**config.mk**
```make
export PLATFORM = sky130hd
export DESIGN_NAME = apm_regs
export DESIGN_NICKNAME = d
export VERILOG_FILES = /design/src/rtl/apm_regs.v /design/src/rtl/apm_sync2.v /design/src/rtl/apm_ramp.v
export VERILOG_INCLUDE_DIRS = /design/src /design/src/rtl
export SDC_FILE = /design/constraint.sdc
export NUM_CORES = 1
export LEC_CHECK = 0
export ABC_AREA = 0
export BUFFER_PORTS_ARGS = -buffer_cell sky130_fd_sc_hd__clkbuf_2
export CAP_MARGIN = 20
export CORE_ASPECT_RATIO = 1.25
export CORE_MARGIN = 2
export CORE_UTILIZATION = 58
export CTS_BUF_LIST = sky130_fd_sc_hd__clkbuf_4 sky130_fd_sc_hd__clkbuf_8
export DETAILED_ROUTE_END_ITERATION = 10
export MAX_ROUTING_LAYER = met4
export PLACE_DENSITY = 0.85
export SYNTH_ARGS = -nofsm -noshare
export SYNTH_HDL_FRONTEND = slang
export SYNTH_SLANG_ARGS = --single-unit
```
**constraint.sdc**
```tcl
create_clock -name mclk -period 4.23 [get_ports mclk]
set_clock_uncertainty 0.2 [all_clocks]
set_input_delay 0 -clock mclk [delete_from_list [all_inputs] [get_ports mclk]]
set_output_delay 0 -clock mclk [all_outputs]
set_load 0.02 [all_outputs]
```
**src/rtl/apm_map.vh**
```
// Register offsets, field positions and reset values of the power and mode control bank
`ifndef APM_MAP_VH
`define APM_MAP_VH
`define APM_OFS_POWER 8'h02
`define APM_OFS_MUTE 8'h03
`define APM_OFS_CLOCK 8'h04
`define APM_BIT_CORE_RESET 7
`define APM_BIT_STANDBY 4
`define APM_BIT_POWERDOWN 0
`define APM_BIT_LEFT_MUTE 4
`define APM_BIT_RIGHT_MUTE 0
`define APM_BIT_LOCK 4
`define APM_BIT_MULT_EN 0
`define APM_RST_CORE_RESET 1'b1
`define APM_RST_STANDBY 1'b0
`define APM_RST_POWERDOWN 1'b0
`define APM_RST_MUTE 1'b0
`define APM_RST_MULT_EN 1'b1
`define APM_RAMP_STEPS 8'h40
`define APM_WAKE_CYCLES 8'h10
`define APM_PD_WAKE_CYCLES 8'h40
`endif

```
**src/rtl/apm_regs.v**
```verilog
// Power, soft mute and clock multiplier control register bank
`include "apm_map.vh"
`default_nettype none
module apm_regs #(
    parameter [7:0] RAMP_STEPS = `APM_RAMP_STEPS,
    parameter [7:0] WAKE_CYCLES = `APM_WAKE_CYCLES,
    parameter [7:0] PD_WAKE_CYCLES = `APM_PD_WAKE_CYCLES
) (
    input wire mclk,
    input wire nrst,
    input wire wr_en,
    input wire rd_en,
    input wire [7:0] addr,
    input wire [7:0] wdata,
    input wire mult_locked_raw,
    input wire clock_error_raw,
    output reg [7:0] rdata_ff,
    output reg rvalid_ff,
    output reg core_reset_ff,
    output reg core_run_ff,
    output reg standby_ff,
    output reg powerdown_ff,
    output reg charge_pump_on_ff,
    output reg mult_enable_ff,
    output reg use_mult_clock_ff,
    output reg [7:0] left_level_ff,
    output reg [7:0] right_level_ff,
    output reg left_silent_ff,
    output reg right_silent_ff
);
    localparam [3:0] ST_RUN = 4'b0001;
    localparam [3:0] ST_STANDBY = 4'b0010;
    localparam [3:0] ST_POWERDOWN = 4'b0100;
    localparam [3:0] ST_WAKE = 4'b1000;

    reg core_reset_req_ff;
    reg standby_req_ff;
    reg powerdown_req_ff;
    reg left_mute_ff;
    reg right_mute_ff;
    reg mult_en_req_ff;
    reg [3:0] state_ff;
    reg [3:0] nxt_state;
    reg [7:0] wake_cnt_ff;
    reg [7:0] nxt_wake_cnt;
    reg [7:0] nxt_rdata;
    wire locked_sync;
    wire clk_err_sync;
    wire lock_flag;
    wire [7:0] left_level;
    wire [7:0] right_level;
    wire left_silent;
    wire right_silent;
    wire running;
    wire sel_power;
    wire sel_mute;
    wire sel_clock;
    wire wr_power;
    wire wr_mute;
    wire wr_clock;
    wire in_run;
    wire in_standby;
    wire in_powerdown;
    wire standby_cause;

    // Lock and clock error come from other clock domains
    apm_sync2 u_sync_lock (
        .mclk(mclk),
        .nrst(nrst),
        .din(mult_locked_raw),
        .dout(locked_sync)
    );

    apm_sync2 u_sync_err (
        .mclk(mclk),
        .nrst(nrst),
        .din(clock_error_raw),
        .dout(clk_err_sync)
    );

    // Flag is inverted lock, forced high when multiplier is off
    assign lock_flag = ~(locked_sync & mult_en_req_ff);

    // Offset decode shared by the write strobes
    assign sel_power = (addr == `APM_OFS_POWER);
    assign sel_mute = (addr == `APM_OFS_MUTE);
    assign sel_clock = (addr == `APM_OFS_CLOCK);
    assign wr_power = wr_en && sel_power;
    assign wr_mute = wr_en && sel_mute;
    assign wr_clock = wr_en && sel_clock;

    // Power request bits; reserved bits are not stored
    always @(posedge mclk or negedge nrst) begin
        if (!nrst) begin
            core_reset_req_ff <= `APM_RST_CORE_RESET;
            standby_req_ff <= `APM_RST_STANDBY;
            powerdown_req_ff <= `APM_RST_POWERDOWN;
        end else if (wr_power) begin
            core_reset_req_ff <= wdata[`APM_BIT_CORE_RESET];
            standby_req_ff <= wdata[`APM_BIT_STANDBY];
            powerdown_req_ff <= wdata[`APM_BIT_POWERDOWN];
        end
    end

    // Soft mute requests
    always @(posedge mclk or negedge nrst) begin
        if (!nrst) begin
            left_mute_ff <= `APM_RST_MUTE;
            right_mute_ff <= `APM_RST_MUTE;
        end else if (wr_mute) begin
            left_mute_ff <= wdata[`APM_BIT_LEFT_MUTE];
            right_mute_ff <= wdata[`APM_BIT_RIGHT_MUTE];
        end
    end

    // Multiplier enable; the lock flag bit is read-only and ignored here
    always @(posedge mclk or negedge nrst) begin
        if (!nrst)
            mult_en_req_ff <= `APM_RST_MULT_EN;
        else if (wr_clock)
            mult_en_req_ff <= wdata[`APM_BIT_MULT_EN];
    end

    // Read mux; reserved bits read zero, unmapped offsets read zero
    always @* begin
        nxt_rdata = 8'h00;
        case (addr)
            `APM_OFS_POWER: begin
                nxt_rdata[`APM_BIT_CORE_RESET] = core_reset_req_ff;
                nxt_rdata[`APM_BIT_STANDBY] = standby_req_ff;
                nxt_rdata[`APM_BIT_POWERDOWN] = powerdown_req_ff;
            end
            `APM_OFS_MUTE: begin
                nxt_rdata[`APM_BIT_LEFT_MUTE] = left_mute_ff;
                nxt_rdata[`APM_BIT_RIGHT_MUTE] = right_mute_ff;
            end
            `APM_OFS_CLOCK: begin
                nxt_rdata[`APM_BIT_LOCK] = lock_flag;
                nxt_rdata[`APM_BIT_MULT_EN] = mult_en_req_ff;
            end
            default: begin
                nxt_rdata = 8'h00;
            end
        endcase
    end

    // Read answer one cycle after the strobe; data holds until the next read
    always @(posedge mclk or negedge nrst) begin
        if (!nrst)
            rvalid_ff <= 1'b0;
        else
            rvalid_ff <= rd_en;
    end

    always @(posedge mclk or negedge nrst) begin
        if (!nrst)
            rdata_ff <= 8'h00;
        else if (rd_en)
            rdata_ff <= nxt_rdata;
    end

    // Clock errors force the same standby as the request bit
    assign standby_cause = standby_req_ff || clk_err_sync;

    // Power state machine; powerdown is checked first in all four states, illegal codes go to standby
    always @* begin
        nxt_state = state_ff;
        nxt_wake_cnt = wake_cnt_ff;
        case (state_ff)
            ST_RUN: begin
                if (powerdown_req_ff)
                    nxt_state = ST_POWERDOWN;
                else if (standby_cause)
                    nxt_state = ST_STANDBY;
            end
            ST_STANDBY: begin
                if (powerdown_req_ff)
                    nxt_state = ST_POWERDOWN;
                else if (!standby_cause) begin
                    nxt_state = ST_WAKE;
                    nxt_wake_cnt = WAKE_CYCLES;
                end
            end
            // Leaving powerdown with no standby cause takes the longer restart of the charge pump
            ST_POWERDOWN: begin
                if (!powerdown_req_ff) begin
                    if (standby_cause)
                        nxt_state = ST_STANDBY;
                    else begin
                        nxt_state = ST_WAKE;
                        nxt_wake_cnt = PD_WAKE_CYCLES;
                    end
                end
            end
            // A new low power request aborts a restart in progress
            ST_WAKE: begin
                if (powerdown_req_ff)
                    nxt_state = ST_POWERDOWN;
                else if (standby_cause)
                    nxt_state = ST_STANDBY;
                else if (wake_cnt_ff <= 8'h01)
                    nxt_state = ST_RUN;
                else
                    nxt_wake_cnt = wake_cnt_ff - 8'h01;
            end
            default: begin
                nxt_state = ST_STANDBY;
            end
        endcase
    end

    // Reset starts the short standby restart sequence
    always @(posedge mclk or negedge nrst) begin
        if (!nrst) begin
            state_ff <= ST_WAKE;
            wake_cnt_ff <= WAKE_CYCLES;
        end else begin
            state_ff <= nxt_state;
            wake_cnt_ff <= nxt_wake_cnt;
        end
    end

    assign in_run = (state_ff == ST_RUN);
    assign in_standby = (state_ff == ST_STANDBY);
    assign in_powerdown = (state_ff == ST_POWERDOWN);

    // Core runs only in normal operation with core reset released
    assign running = in_run && !core_reset_req_ff;

    // Both channels ramp only while the core runs
    apm_ramp #(
        .STEPS(RAMP_STEPS)
    ) u_ramp_left (
        .mclk(mclk),
        .nrst(nrst),
        .mute_req(left_mute_ff),
        .run(running),
        .level(left_level),
        .silent(left_silent)
    );

    apm_ramp #(
        .STEPS(RAMP_STEPS)
    ) u_ramp_right (
        .mclk(mclk),
        .nrst(nrst),
        .mute_req(right_mute_ff),
        .run(running),
        .level(right_level),
        .silent(right_silent)
    );

    // Power state outputs
    always @(posedge mclk or negedge nrst) begin
        if (!nrst) begin
            core_reset_ff <= `APM_RST_CORE_RESET;
            core_run_ff <= 1'b0;
            standby_ff <= 1'b0;
            powerdown_ff <= 1'b0;
            charge_pump_on_ff <= 1'b1;
        end else begin
            core_reset_ff <= core_reset_req_ff;
            core_run_ff <= running;
            standby_ff <= in_standby;
            powerdown_ff <= in_powerdown;
            charge_pump_on_ff <= !in_powerdown;
        end
    end

    // Clock source follows the multiplier enable
    always @(posedge mclk or negedge nrst) begin
        if (!nrst) begin
            mult_enable_ff <= `APM_RST_MULT_EN;
            use_mult_clock_ff <= `APM_RST_MULT_EN;
        end else begin
            mult_enable_ff <= mult_en_req_ff;
            use_mult_clock_ff <= mult_en_req_ff;
        end
    end

    // Ramp levels registered once more for the output pins
    always @(posedge mclk or negedge nrst) begin
        if (!nrst) begin
            left_level_ff <= 8'h00;
            right_level_ff <= 8'h00;
            left_silent_ff <= 1'b1;
            right_silent_ff <= 1'b1;
        end else begin
            left_level_ff <= left_level;
            right_level_ff <= right_level;
            left_silent_ff <= left_silent;
            right_silent_ff <= right_silent;
        end
    end
endmodule
`default_nettype wire

```
**src/rtl/apm_sync2.v**
```verilog
// Two flip-flop synchroniser for one level
`default_nettype none
module apm_sync2 (
    input wire mclk,
    input wire nrst,
    input wire din,
    output wire dout
);
    reg stage1_ff;
    reg stage2_ff;
    always @(posedge mclk or negedge nrst) begin
        if (!nrst) begin
            stage1_ff <= 1'b0;
            stage2_ff <= 1'b0;
        end else begin
            stage1_ff <= din;
            stage2_ff <= stage1_ff;
        end
    end
    assign dout = stage2_ff;
endmodule
`default_nettype wire

```
**src/rtl/apm_ramp.v**
```verilog
// Soft mute volume ramp for one channel
`include "apm_map.vh"
`default_nettype none
module apm_ramp #(
    parameter [7:0] STEPS = `APM_RAMP_STEPS
) (
    input wire mclk,
    input wire nrst,
    input wire mute_req,
    input wire run,
    output wire [7:0] level,
    output wire silent
);
    reg [7:0] level_ff;
    reg [7:0] nxt_level;
    always @* begin
        nxt_level = level_ff;
        if (!run)
            nxt_level = 8'h00;
        else if (mute_req && level_ff != 8'h00)
            nxt_level = level_ff - 8'h01;
        else if (!mute_req && level_ff != STEPS)
            nxt_level = level_ff + 8'h01;
    end
    always @(posedge mclk or negedge nrst) begin
        if (!nrst)
            level_ff <= 8'h00;
        else
            level_ff <= nxt_level;
    end
    assign level = level_ff;
    assign silent = (level_ff == 8'h00);
endmodule
`default_nettype wire

```
======== Word level (Yosys, flattened, before mapping) ========
Index checks and enable logic that the tools add are counted.
storage, ports and cells
  bits in registers ....................... 66
  output and inout port bits .............. 34
  word-level logic and storage cells ...... 102
cells by class
  magnitude comparators ................... 1
  equality and inequality tests ........... 21
  add/subtract/negate cells ............... 5
  reduce and logical (&&, ||, !) cells .... 20
  bitwise logic cells ..................... 2
  muxes and demuxes ....................... 27
operators with widths
  operator             number
  $mux 8               13
  $mux 4               9
  $pmux 8 s3           1
  $sub 8x1->8 const B  3
  $add 8x1->8 const B  2
  $eq 8x2->1 const B   2
  $logic_not 8->1      2
  $ne 8x7->1 const B   2
  $pmux 4 s4           1
  $reduce_bool 8->1    2
  $ne 2x2->1 const B   7
  $eq 8x3->1 const B   1
  $le 8x1->1 const B   1
  $logic_and 1x1->1    8
  $reduce_and 8->1     1
  $ne 3x1->1 const B   2
  $pmux 1 s3           2
  $eq 4x1->1 const B   1
  $eq 4x2->1 const B   1
  $eq 4x3->1 const B   1
  $eq 4x4->1 const B   1
  $logic_not 1->1      4
  $ne 4x4->1 const B   1
  $reduce_and 4->1     1
  7 further kinds      7

======== Logic depth before layout (Yosys ltp) ========
  word-level depth ........................ 5
  mapped depth ............................ 10
  depth with buffers taken out ............ 10

======== By module ========
A second synthesis with hierarchy kept.
second synthesis, totals
  cells, all modules ...................... 288
  area, all modules ....................... 3233.1 um2
by module, submodules not included
  module     times used  cells an instance  area an instance (um2)
  apm_regs   1           150                1841.8
  apm_ramp   2           67                 645.6
  apm_sync2  2           2                  50.0

======== Worst setup path after synthesis ========
Ideal clock, no wire load.
  path kind ............................... register -> register
  start ................................... reg u_ramp_left.level_ff[1], in the netlist u_ramp_left.level[1]
  end ..................................... reg u_ramp_left.level_ff[6], in the netlist u_ramp_left.level[6]
  required time ........................... 3.910 ns
  slack ................................... 0.878 ns
  period minus slack after synthesis ...... 3.352 ns
  stages on the path, launching flop included .. 11
  buffers on the path ..................... 0
  arrival time ............................ 3.031 ns
  path through ............................ dfrtp_1 > or4_1 > or4_1 > nor2_1 > nor2_1 > ha_1 > nor2b_1 > a221o_1 > a211oi_1 > o21ai_0 > a31o_2
between the ends
  cells in the longest elaborated chain, start to end .. 4
RTL lines
  element                                                  RTL line                      text
  start, declared                                          apm_ramp.v:14                 reg [7:0] level_ff;
  start signal, assigned                                   apm_ramp.v:29                 level_ff <= nxt_level;
  $add 8x1->8 / $reduce_bool 8->1 (equally long branches)  apm_ramp.v:23, apm_ramp.v:20
  $mux 8 / $logic_and 1x1->1 (equally long branches)       apm_ramp.v:22, apm_ramp.v:20
  $mux 8                                                   apm_ramp.v:20                 else if (mute_req && level_ff != 8'h00)
  $mux 8                                                   apm_ramp.v:18                 if (!run)
Several ways; a longest one is shown, not always the timed one. The select of a mux whose other input is x is not followed.
A chain may end at the register's enable or synchronous reset.

======== Worst setup path in the final report ========
Same ends and word-level chain as after synthesis.

==> impl_metrics.json <==
{
  "status": "finished, final reports clean",
  "routed-via-count": 2550,
  "worstPathMaxFanout": 7,
  "ir_worst_vdd_v": 0.000242,
  "num_antenna_cells": 0,
  "drv_cap": 0,
  "die_h_um": 86.5,
  "viasPerCell": 5.86,
  "drive_gt1_share_pct": 23.7,
  "grt_max_degree": 50,
  "syn_avg_cell_area_um2": 10.8,
  "numCtsBuffers": 9,
  "path_buf_inv": 0,
  "drt_pass1_iterations": 4,
  "fill_cells": 367,
  "cts-root-buf": "clkbuf_8",
  "drc": 0,
  "drtIter0Drc": 196,
  "slowest_delay_ps": 580,
  "start_util_pct": 59.2,
  "boundaryPins": 56,
  "path_depth": 10,
  "async_reset_ff_share_pct": 100,
  "netlist_instances": 292,
  "p_comb_share_pct": 15.3,
  "relSlewSlack_pct": 48.4,
  "min_period_ps": 3810,
  "critPathTopFamily": "simple AND/OR/NAND/NOR gates",
  "routedWlPerCell_um": 17.2,
  "rsz0062_at_grt": "no",
  "path_clk_slew_ps": 90,
  "synth-seq-area-share_pct": 52.7,
  "htreeDepth": 3,
  "ant_nets": 0,
  "pre_cts_ws_ps": 520,
  "sw_frac_of_total_pct": 27.5,
  "syn2layout_area_growth_pct": 23.3,
  "cts_sinks": 66,
  "grt_overflow": 0,
  "pwr-share-clk_pct": 40.8,
  "ys.flop_type": "dfrtp_1",
  "worstRegToRegCells": 10,
  "row_count": 30,
  "cts_tree": "done",
  "synth-edff-count": 0,
  "worst_pin_slew_ps": 771,
  "coreArea_um2": 5330,
  "worst_slack_ps": 416,
  "cts_resized": 0,
  "grtUsageTotal_pct": 27.2,
  "whs_path_depth": 5,
  "multiInputGateArea_um2": 1390,
  "ys_seq_elements": 66,
  "die_area_um2": 6060,
  "power_mw": 1.64,
  "synth_area_um2": 3160,
  "postCtsSetupBuffers": 0,
  "hold_viol_final": 0,
  "setup-violations-final": 0,
  "power.density_nw_per_um2": 422,
  "critPathRequiredTime_ps": 4280,
  "slew_violations": 0,
  "port_buffers": 45,
  "cts_max_path_buffers": 2,
  "postCtsHoldBufs": 22,
  "grt_pass1_vias": 2525,
  "p_seq_share_pct": 44.0,
  "power.leakage_nw": 1.87,
  "crit_slowest_cell": "or4_1",
  "fin_tns_setup_ps": 0,
  "antenna_found_initial": 0,
  "crit_top_cell": "nor2_1",
  "insertion_delay_ps": 350,
  "crit_arrival_ps": 3870,
  "yosys.cell_types.count": 57,
  "worstSetupStartpointType": "register",
  "fmax_mhz": 262,
  "place_congestion": 0.903,
  "dp_hpwl_mm": 4.39,
  "endpoint_kind": "register",
  "p_switching_mw": 0.453,
  "yosys_warnings": 0,
  "die_w_um": 70,
  "worstSetupPathType": "register to register",
  "nets": 404,
  "timing.hold.ws_ps": 76.6,
  "min_period_over_period_pct": 90.2,
  "seqCellArea_um2": 1660,
  "grt_pass1_wl_mm": 12.2,
  "min_path_type": "input port to register",
  "p_int_mw": 1.19,
  "wl_mm": 7.48,
  "crit_chain": "or4_1 -> or4_1 -> nor2_1 -> nor2_1 -> fa_1 -> a211oi_1 -> nor2_1 -> a211oi_1 -> o21ai_0 -> a31o_2"
}
-- power by group through the flow --
stage               logic [mW]  clock network [mW]  registers (mW)
floorplan                0.175                   0           0.726
global placement         0.222                   0           0.727
detailed placement       0.231                   0           0.729
CTS                      0.247               0.658           0.718
global route             0.276               0.701           0.728
finish                   0.251               0.670           0.722
-- through the flow --
stage	area [µm²]	cells	util (%)
floorplan	3170	296	-
global placement	3430	397	64.3
detailed placement	3430	397	64.3
CTS	3890	435	73.1
global route	3890	435	73.1
finish	3890	435	73.1
-- cells in the final DEF, fill, tap and decap left out, types with 9 or more instances in the layout --
cell           count
o21ai_0           14
dlygate4sd3_1     22
a21oi_1           12
clkbuf_2          45
inv_1             17
dfrtp_1           57
dfstp_2            9
clkbuf_8          10
nand2_1           16
ha_1              14
a211oi_1           9
nor2_1            34
-- sequential cells by signal (all words and copies together) (netlist names), 3 cells and up --
name and cells:
left_level_ff 8, wake_cnt_ff 8, right_level_ff 8, u_ramp_right.level 8, u_ramp_left.level 8, rdata_ff 3
state_ff 4
-- kinds of logic after synthesis --
| group | synth area share, % |
|---|---|
| simple gates | 16.4 |
| fa+ha+maj | 6.81 |
| other cells | 0.119 |
| compound gates | 14.3 |
| flops | 52.7 |
| mux | 2.42 |
| buf+inv | 3.92 |
| xor+xnor | 3.33 |
-- routing by layer --
metal  vias up  part of all wire [%]  track usage [%]
met1      1250                    39             29.5
met5         -                     0                -
met3        25                   4.3             6.98
met4         0                   4.3             12.9
li1       1186                     -                -
met2        89                    53             46.8
-- Yosys cell counts, drive strengths merged (8+ instances only) --
master | instances | area [µm²]
nand3 | 8 | 40.0
nor3 | 8 | 45.0
a21oi | 13 | 68.8
nand2 | 16 | 60.1
dfstp | 9 | 236
o21ai | 16 | 83.8
dfrtp | 57 | 1430
xnor2 | 8 | 70.1
ha | 14 | 175
a211oi | 9 | 67.6
inv | 17 | 63.8
nor2 | 34 | 128
-- final cells by class --
type | instances | share of cell area, %
multi-input cells | 204 | 35.6
repair buffers | 68 | 11.6
inverters | 17 | 1.64
clock buffers | 11 | 3.73
well taps | 64 | 2.06
clock inverters | 5 | 2.63
flip-flops and latches | 66 | 42.7
-- path summary, 6_finish.rpt --
| kind | startpoint | to | slack [ps] |
|---|---|---|---|
| hold / removal | addr[7] | rdata_ff[0]$_DFFE_PN0P_ | 80 |
| hold reg to reg | u_sync_err.stage1_ff$_DFF_PN0_ | u_sync_err.dout$_DFF_PN0_ | 160 |
| setup / recovery | u_ramp_left.level[1]$_DFFE_PN0P_ | u_ramp_left.level[6]$_DFFE_PN0P_ | 420 |
| max in group asynchronous | nrst | u_ramp_right.level[3]$_DFFE_PN0P_ | 2700 |
| setup reg to reg | u_ramp_left.level[1]$_DFFE_PN0P_ | u_ramp_left.level[6]$_DFFE_PN0P_ | 420 |
| min in group asynchronous | nrst | standby_req_ff$_DFFE_PN0P_ | 120 |
-- worst register-to-register path: stages (launching register included) --
cell and delay, ps:
dfrtp_1 450, or4_1 580, or4_1 500, nor2_1 180, nor2_1 170, fa_1 470
a211oi_1 280, nor2_1 110, a211oi_1 350, o21ai_0 150, a31o_2 270
(Power assumes the default switching activity.)
